`src/thermal_monitor_pkg.sv`:
```
// thermal monitor package: register map, field positions, timing counts
// assumes a 200 MHz system clock and a 32-bit apb register bus
package thermal_monitor_pkg;

  // ----------------------------------------------------------------
  // timing
  // ----------------------------------------------------------------
  localparam int CLK_PERIOD_NS = 5;
  localparam int DEB_TIME_NS = 100; // least stable time before a level counts
  localparam int DEB_CYCLES = (DEB_TIME_NS + CLK_PERIOD_NS - 1) / CLK_PERIOD_NS;
  localparam int DEB_CNT_W = 5;
  localparam logic [DEB_CNT_W-1:0] DEB_LAST = DEB_CNT_W'(DEB_CYCLES - 1);
  localparam logic [DEB_CNT_W-1:0] DEB_ZERO = 5'h00;

  // ----------------------------------------------------------------
  // register map (byte addresses)
  // ----------------------------------------------------------------
  localparam int ADDR_W = 12;
  localparam logic [ADDR_W-1:0] ADDR_CTRL = 12'h000;
  localparam logic [ADDR_W-1:0] ADDR_SLEEP_CFG = 12'h004;
  localparam logic [ADDR_W-1:0] ADDR_INT_STS = 12'h008;
  localparam logic [ADDR_W-1:0] ADDR_INT_MASK = 12'h00c;
  localparam logic [ADDR_W-1:0] ADDR_SHDN_STS = 12'h010;
  localparam logic [ADDR_W-1:0] ADDR_LIVE = 12'h014;

  // ----------------------------------------------------------------
  // field positions and reset values
  // ----------------------------------------------------------------
  localparam int CTRL_EN_BIT = 0;     // protection enable
  localparam int CTRL_THR_LSB = 1;    // two-bit warning threshold select
  localparam int SLP_MASK_BIT = 0;    // trip mask, honoured in sleep or test mode only
  localparam int INT_TRIP_BIT = 0;    // thermal trip event
  localparam int INT_WARN_BIT = 5;    // over-temperature warning event
  localparam int INT_W = 6;
  localparam int SHDN_BIT = 0;        // thermal shutdown record
  localparam int LIVE_WARN_BIT = 0;
  localparam int LIVE_TRIP_BIT = 1;
  localparam int LIVE_BLOCK_BIT = 2;
  localparam int LIVE_ACT_BIT = 3;

  localparam logic CTRL_EN_RESET = 1'b1;
  localparam logic [1:0] THR_RESET = 2'h0; // lowest warning level
  localparam logic [INT_W-1:0] INT_MASK_RESET = 6'h00;
  localparam logic [INT_W-1:0] INT_ZERO = 6'h00;
  localparam logic [31:0] WORD_ZERO = 32'h0000_0000;

  // ----------------------------------------------------------------
  // pin synchroniser lanes
  // ----------------------------------------------------------------
  localparam int SYN_W = 5;
  localparam int SYN_WARN_A = 0;
  localparam int SYN_WARN_B = 1;
  localparam int SYN_TRIP_A = 2;
  localparam int SYN_TRIP_B = 3;
  localparam int SYN_TEST = 4;
  localparam logic [SYN_W-1:0] SYN_ZERO = 5'h00;

  // power state reported by the sequencer
  typedef enum logic [2:0] {PS_OFF, PS_BACKUP, PS_WAITON, PS_SLEEP, PS_ACTIVE} powerState_t;

endpackage : thermal_monitor_pkg

```
`src/comparator_debouncer.sv`:
```
// debouncer for one comparator level
// assumes rawLvl is already synchronised to clock
module comparator_debouncer (
  input wire logic clock,
  input wire logic rst_n,
  input wire logic hold,
  input wire logic rawLvl,
  output logic stableLvl
);
  import thermal_monitor_pkg::*;

  logic [DEB_CNT_W-1:0] cnt_q;
  logic stable_q;

  // ----------------------------------------------------------------
  // stability counter
  // ----------------------------------------------------------------
  // count while the raw level differs from the accepted one; any return
  // restarts the count, so glitches shorter than the window vanish
  always_ff @(posedge clock) begin
    if (!rst_n || hold) begin
      cnt_q <= DEB_ZERO;
      stable_q <= 1'b0;
    end else if (rawLvl == stable_q) begin
      cnt_q <= DEB_ZERO;
    end else if (cnt_q == DEB_LAST) begin
      cnt_q <= DEB_ZERO;
      stable_q <= rawLvl;
    end else begin
      cnt_q <= cnt_q + 1'b1;
    end
  end

  assign stableLvl = stable_q;

endmodule : comparator_debouncer

```
`src/die_thermal_monitor.sv`:
```
// die thermal monitor: warning interrupt and thermal trip switch-off
// assumes comparator and test pins are asynchronous, power state and
// restart request come from logic on the same clock
//
// Notes on behaviour
// - protection runs out of reset except in backup and off states
// - in sleep, software cannot disable the protection
// - both warning and both trip detectors merge into one monitor each
// - debounced warning crossing raises an interrupt
// - two-bit field selects one of four warning thresholds
// - one warning interrupt per excursion, re-armed after release
// - warning feeds the single interrupt collector output, no own pin
// - trip requests switch-off at once and sets shutdown status
// - restart blocked after trip until warning comparator clears
// - trip comparator is debounced before requesting switch-off
// - trip mask honoured only in sleep or test mode
// - warning status sits at bit 5, set by either detector
//
// The APB register port and the register offsets were left to the implementer.
module die_thermal_monitor (
  input wire logic clock,
  input wire logic rst_n,
  input wire logic psel,
  input wire logic penable,
  input wire logic pwrite,
  input wire logic [thermal_monitor_pkg::ADDR_W-1:0] paddr,
  input wire logic [31:0] pwdata,
  input wire logic [3:0] pstrb,
  output logic [31:0] prdata,
  output logic pready,
  output logic pslverr,
  input wire logic warnCmpA,
  input wire logic warnCmpB,
  input wire logic tripCmpA,
  input wire logic tripCmpB,
  input wire logic testMode,
  input wire thermal_monitor_pkg::powerState_t powerState,
  input wire logic restartReq,
  output logic [1:0] thrSel,
  output logic switchOffReq,
  output logic restartGrant,
  output logic irq
);
  import thermal_monitor_pkg::*;

  // ----------------------------------------------------------------
  // declarations
  // ----------------------------------------------------------------
  logic [SYN_W-1:0] syncA_q, syncB_q, syncC_q, clean_q;
  logic protEn_q, tripMask_q, shdnSts_q, restartBlocked_q;
  logic [1:0] thr_q;
  logic [INT_W-1:0] intSts_q, intMask_q, intSet, rdClr_q;
  logic [31:0] prdata_q, rdData;
  logic pready_q, pslverr_q, switchOff_q, grant_q, irq_q;
  logic warnLvl, tripLvl, warnPrev_q, warnRise;
  logic inSleep, powered, protActive, monitorRun, tripMaskEff, tripAct;
  logic apbSetup, apbWr, apbRd, wrLow, mapped;

  // ----------------------------------------------------------------
  // pin synchronisers
  // ----------------------------------------------------------------
  // three stages; a level counts only once stages two and three agree
  always_ff @(posedge clock) begin
    if (!rst_n) begin
      syncA_q <= SYN_ZERO;
      syncB_q <= SYN_ZERO;
      syncC_q <= SYN_ZERO;
      clean_q <= SYN_ZERO;
    end else begin
      syncA_q <= {testMode, tripCmpB, tripCmpA, warnCmpB, warnCmpA};
      syncB_q <= syncA_q;
      syncC_q <= syncB_q;
      for (int i = 0; i < SYN_W; i++) begin
        if (syncB_q[i] == syncC_q[i]) clean_q[i] <= syncC_q[i];
      end
    end
  end

  // ----------------------------------------------------------------
  // power state qualification
  // ----------------------------------------------------------------
  assign inSleep = (powerState == PS_SLEEP);
  assign powered = (powerState != PS_BACKUP) && (powerState != PS_OFF);
  // sleep forces protection on whatever the enable bit says
  assign protActive = powered && (protEn_q || inSleep);
  // keep watching after a trip even when off, so cool-down is seen
  assign monitorRun = protActive || restartBlocked_q;
  // the mask bit is ignored outside sleep unless test mode is strapped
  assign tripMaskEff = tripMask_q && (inSleep || clean_q[SYN_TEST]);

  // ----------------------------------------------------------------
  // debounced comparator levels
  // ----------------------------------------------------------------
  // the two sites are ored first: one logical warning, one logical trip
  comparator_debouncer warnDeb (
    .clock(clock),
    .rst_n(rst_n),
    .hold(!monitorRun),
    .rawLvl(clean_q[SYN_WARN_A] | clean_q[SYN_WARN_B]),
    .stableLvl(warnLvl)
  );

  comparator_debouncer tripDeb (
    .clock(clock),
    .rst_n(rst_n),
    .hold(!monitorRun),
    .rawLvl(clean_q[SYN_TRIP_A] | clean_q[SYN_TRIP_B]),
    .stableLvl(tripLvl)
  );

  // ----------------------------------------------------------------
  // event detection
  // ----------------------------------------------------------------
  // the comparator has its own hysteresis; a rising edge of the settled
  // level therefore marks exactly one excursion
  always_ff @(posedge clock) begin
    if (!rst_n) begin
      warnPrev_q <= 1'b0;
    end else begin
      warnPrev_q <= warnLvl;
    end
  end

  assign warnRise = warnLvl && !warnPrev_q && protActive;
  assign tripAct = tripLvl && protActive && !tripMaskEff;

  always_comb begin
    intSet = INT_ZERO;
    intSet[INT_WARN_BIT] = warnRise;
    intSet[INT_TRIP_BIT] = tripAct;
  end

  // ----------------------------------------------------------------
  // apb decode
  // ----------------------------------------------------------------
  assign apbSetup = psel && !penable;
  assign apbWr = psel && penable && pready_q && pwrite;
  assign apbRd = psel && penable && pready_q && !pwrite;
  assign wrLow = apbWr && pstrb[0] && !pslverr_q; // every field sits in byte 0

  always_comb begin
    rdData = WORD_ZERO;
    mapped = 1'b1;
    unique case (paddr)
      ADDR_CTRL: begin
        rdData[CTRL_EN_BIT] = protEn_q;
        rdData[CTRL_THR_LSB +: 2] = thr_q;
      end
      ADDR_SLEEP_CFG: rdData[SLP_MASK_BIT] = tripMask_q;
      ADDR_INT_STS: rdData[INT_W-1:0] = intSts_q;
      ADDR_INT_MASK: rdData[INT_W-1:0] = intMask_q;
      ADDR_SHDN_STS: rdData[SHDN_BIT] = shdnSts_q;
      ADDR_LIVE: begin
        rdData[LIVE_WARN_BIT] = warnLvl;
        rdData[LIVE_TRIP_BIT] = tripLvl;
        rdData[LIVE_BLOCK_BIT] = restartBlocked_q;
        rdData[LIVE_ACT_BIT] = protActive;
      end
      default: mapped = 1'b0;
    endcase
  end

  // ----------------------------------------------------------------
  // apb response
  // ----------------------------------------------------------------
  // data and ready are prepared in the setup cycle so every bus output
  // leaves a flip-flop; the access phase always lasts one cycle
  always_ff @(posedge clock) begin
    if (!rst_n) begin
      pready_q <= 1'b0;
      pslverr_q <= 1'b0;
      prdata_q <= WORD_ZERO;
      rdClr_q <= INT_ZERO;
    end else begin
      pready_q <= apbSetup;
      if (apbSetup) begin
        pslverr_q <= !mapped;
        prdata_q <= pwrite ? WORD_ZERO : rdData;
        rdClr_q <= (!pwrite && paddr == ADDR_INT_STS) ? intSts_q : INT_ZERO;
      end else if (!psel) begin
        pslverr_q <= 1'b0;
      end
    end
  end

  // ----------------------------------------------------------------
  // configuration registers
  // ----------------------------------------------------------------
  always_ff @(posedge clock) begin
    if (!rst_n) begin
      protEn_q <= CTRL_EN_RESET;
      thr_q <= THR_RESET;
      tripMask_q <= 1'b0;
      intMask_q <= INT_MASK_RESET;
    end else if (wrLow) begin
      if (paddr == ADDR_CTRL) begin
        // a clear of the enable during sleep is dropped
        protEn_q <= pwdata[CTRL_EN_BIT] || inSleep;
        thr_q <= pwdata[CTRL_THR_LSB +: 2];
      end
      if (paddr == ADDR_SLEEP_CFG) tripMask_q <= pwdata[SLP_MASK_BIT];
      if (paddr == ADDR_INT_MASK) intMask_q <= pwdata[INT_W-1:0];
    end
  end

  // ----------------------------------------------------------------
  // interrupt status and collector output
  // ----------------------------------------------------------------
  // read clears only the bits returned; a new event in the same cycle wins
  always_ff @(posedge clock) begin
    if (!rst_n) begin
      intSts_q <= INT_ZERO;
    end else if (apbRd && !pslverr_q) begin
      intSts_q <= (intSts_q & ~rdClr_q) | intSet;
    end else begin
      intSts_q <= intSts_q | intSet;
    end
  end

  always_ff @(posedge clock) begin
    if (!rst_n) begin
      irq_q <= 1'b0;
    end else begin
      irq_q <= |(intSts_q & intMask_q);
    end
  end

  // ----------------------------------------------------------------
  // thermal trip: switch-off, shutdown record, restart block
  // ----------------------------------------------------------------
  // shutdown record survives the power cycle; only a written one clears,
  // and a trip in the same cycle keeps it set
  always_ff @(posedge clock) begin
    if (!rst_n) begin
      shdnSts_q <= 1'b0;
    end else if (tripAct) begin
      shdnSts_q <= 1'b1;
    end else if (wrLow && paddr == ADDR_SHDN_STS && pwdata[SHDN_BIT]) begin
      shdnSts_q <= 1'b0;
    end
  end

  always_ff @(posedge clock) begin
    if (!rst_n) begin
      switchOff_q <= 1'b0;
    end else begin
      switchOff_q <= tripAct;
    end
  end

  // block lifts only once the warning level, below the trip, has cleared
  always_ff @(posedge clock) begin
    if (!rst_n) begin
      restartBlocked_q <= 1'b0;
    end else if (tripAct) begin
      restartBlocked_q <= 1'b1;
    end else if (!warnLvl && !tripLvl) begin
      restartBlocked_q <= 1'b0;
    end
  end

  always_ff @(posedge clock) begin
    if (!rst_n) begin
      grant_q <= 1'b0;
    end else begin
      grant_q <= restartReq && !restartBlocked_q && !tripAct;
    end
  end

  assign prdata = prdata_q;
  assign pready = pready_q;
  assign pslverr = pslverr_q;
  assign thrSel = thr_q; // software keeps it below the trip level
  assign switchOffReq = switchOff_q;
  assign restartGrant = grant_q;
  assign irq = irq_q;
endmodule : die_thermal_monitor

```
`config.mk`:
```
export PLATFORM = sky130hd
export DESIGN_NAME = die_thermal_monitor
export DESIGN_NICKNAME = d
export VERILOG_FILES = /design/src/thermal_monitor_pkg.sv /design/src/comparator_debouncer.sv /design/src/die_thermal_monitor.sv
export SDC_FILE = /design/constraint.sdc
export NUM_CORES = 1
export LEC_CHECK = 0
export ABC_AREA = 1
export BUFFER_PORTS_ARGS = -buffer_cell sky130_fd_sc_hd__buf_4
export CORE_UTILIZATION = 50
export CTS_BUF_LIST = sky130_fd_sc_hd__clkbuf_8
export DETAILED_ROUTE_END_ITERATION = 8
export PLACE_DENSITY = 0.85
export SLEW_MARGIN = 40
export SYNTH_ARGS = -nofsm -noshare
export SYNTH_HDL_FRONTEND = slang
export SYNTH_SLANG_ARGS = --single-unit
```
`constraint.sdc`:
```
create_clock -name clock -period 1.55 [get_ports clock]
set_input_delay 0.155 -clock clock [delete_from_list [all_inputs] [get_ports clock]]
set_output_delay 0.155 -clock clock [all_outputs]
set_load 0.1 [all_outputs]
```
==> flow_metrics.tcl <==
set metrics [dict create \
    outcome "finished clean" \
    mostFrequentLayoutCells "nand2_1, dfxtp_1, inv_1" \
    rsz0062_at_grt "no" \
    globalRouteOverflowTotal 0 \
    yosysSeqAreaShare_pct 46.3 \
    die_area_um2 6190 \
    fin_crit_sh_pct 85.2 \
    clock_skew_ns 0.00349 \
    crit_arrival_ns 1.55 \
    postCtsResizedCells 0 \
    final-setup-viol-count 0 \
    clkSinkCount 68 \
    synth_xor_area_share_pct 1.79 \
    postCtsHoldBufs 5 \
    yosysWarningCount 0 \
    syn_to_final_growth_pct 19.7 \
    first_pass_iters 4 \
    top_layer "met4" \
    final_common_cell "nand2_1" \
    nets 510 \
    htreeDepth 3 \
    max_freq_mhz 757 \
    setup_tns_ns 0 \
    muxShareOfSynthArea_pct 0 \
    gp_congestion 0.883 \
    cts_tree "built" \
    crit_path_start_kind "register" \
    wl_met2_um 3000 \
    floorplan.rows 27 \
    finalNonFillerCells 522 \
    n_antenna_cell 0 \
    placed_cells 502 \
    core_um2 5570 \
    synth_fa_ha_area_share_pct 0.851 \
    clockBufferDepth 2 \
    hpwlAfterDp_um 4410 \
    syn_inst 387 \
    ys_ff_latch 68 \
    wire_per_inst_um 11.5 \
    syn_area_um2 2940 \
    cp-end-kind "register" \
    synth_top_family_by_area "simple AND/OR/NAND/NOR gates" \
    drtAntennaViolNets 0 \
    cap_viol_max_count 0 \
    synth_compound_area_share_pct 10.4 \
    clkTransAtPathRegs_ns 0.07 \
    finalCriticalPeriod_ns 1.32 \
    drtIter0Drc 187 \
    cts-root-buf "clkbuf_8" \
    vdd_drop_max_v 0.000804 \
    crit_fanout 12 \
    via_per_inst 4.95 \
    met3_length_um 510 \
    crit_required_ns 1.78 \
    wl_met1_um 2390 \
    grt_max_degree 30 \
    wl_um 5990 \
    clk_latency_ns 0.34 \
    drcViolationCount 0 \
    postCtsSetupBuffers 0 \
    grt_usage_pct 20.7 \
    ios 101 \
    dieHeight_um 78.7 \
    placed_cell_area_um2 3280 \
    port_buffers 45 \
    p_per_area_nw_per_um2 1040 \
    start_util_pct 52.7 \
    drive_gt1_share_pct 18.9 \
    grt_pass1_vias 2383 \
    synthSimpleGateAreaFrac_pct 25.5 \
    yosys.cell_types.count 33 \
    grt_pass1_wl_um 9990 \
    routed-via-count 2584 \
    die_x_um 78.7 \
    antenna_found_initial 0 \
    slew_viol_final 0 \
    stdcell_area_um2 3520 \
    cts_inserted_buffers 9 \
    hold_path_class "input pin to register" \
    avgSynthCellArea_um2 7.59 \
    leakagePower_nw 1.67 \
    criticalPathCategory "register to register" \
    finalHoldViolCount 0 \
]
[path summary, 6_finish.rpt]
check / cells after the start / endpoint / from / slack [ns]
max: 7 / intMask_q[5] / pslverr / 0.23
min: 3 / thrSel[0] / pwdata[1] / 0.06
max reg2reg: 7 / intMask_q[5] / pslverr / 0.23
min reg2reg: 2 / syncB_q[1] / syncA_q[1] / 0.41
[cell type report]
cell class	instances	area, um2
inverter	53	199
tap	72	90.1
timing repair buffer	58	448
sequential	68	1370
fill	466	2060
clock inverter	5	46.3
clock buffer	10	138
multi-input combinational	256	1230
[worst max-delay path, cell delays in order, from the launching register on]
cell and delay, ns:
dfxtp_2 0.33, nor2_1 0.09, nand2_1 0.10, nor2_2 0.17
nand3_1 0.09, buf_4 0.18, o21ai_0 0.19, a21oi_1 0.06
[kinds of logic (layout without fill, tap and decap cells)]
| logic type | count (synthesis) | after routing |
|---|---|---|
| buffers and inverters | 88 | 126 |
| adders and majority gates | 2 | 2 |
| and+or+nand+nor | 166 | 166 |
| AOI/OAI and AO/OA | 56 | 56 |
| xor gates and xnor gates | 6 | 6 |
| DFF | 68 | 68 |
| other | 1 | 26 |
[power by group]
group	switching (W)	leakage, nW	internal [W]	total, W
sequential	0.00000994	0.552	0.00177	0.00178
clock	0.000611	0.106	0.000757	0.00137
combinational	0.000412	1.02	0.0000992	0.000511
[flip-flops by register name, summed over array words and instances, names as in the netlist, 5 cells and up]
signal / cells
clean_q: 5
intMask_q: 6
intSts_q: 6
prdata: 6
rdClr_q: 6
syncA_q: 5
syncB_q: 5
syncC_q: 5
tripDeb.cnt_q: 5
warnDeb.cnt_q: 5
[synth_stat cells, drive strengths merged]
cell,instances,area (um2)
a211oi,2,15.0
a21oi,27,139
a221oi,1,8.76
a31oi,1,6.26
buf,30,224
clkbuf,5,18.8
conb,1,3.75
dfxtp,68,1360
ha,2,25.0
inv,53,199
nand2,71,277
nand3,29,150
nand4,7,43.8
nor2,49,220
nor3,7,40.0
o211a,1,10.0
o211ai,1,7.51
o21ai,21,105
o22ai,1,6.26
o31ai,1,7.51
or2,3,18.8
xor2,6,52.6
[through the flow]
stage / hold WS [ns] / setup WS [ns] / util, % / total power [W]
floorplan: 0.253 / 0.0626 / - / 0.00226
global placement: 0.335 / 0.168 / 58.9 / 0.00231
global route: 0.0466 / 0.0974 / 63.1 / 0.00380
CTS: 0.0467 / 0.232 / 63.1 / 0.00369
detailed placement: 0.343 / 0.0924 / 58.9 / 0.00232
finish: 0.0615 / 0.229 / 63.1 / 0.00366
[metal layers]
layer	up-vias	track usage (%)
li1	1299	-
met1	1166	22.3
met2	106	38.0
met3	13	7.21
met4	0	5.74
met5	-	0
(Power assumes the default switching activity.)
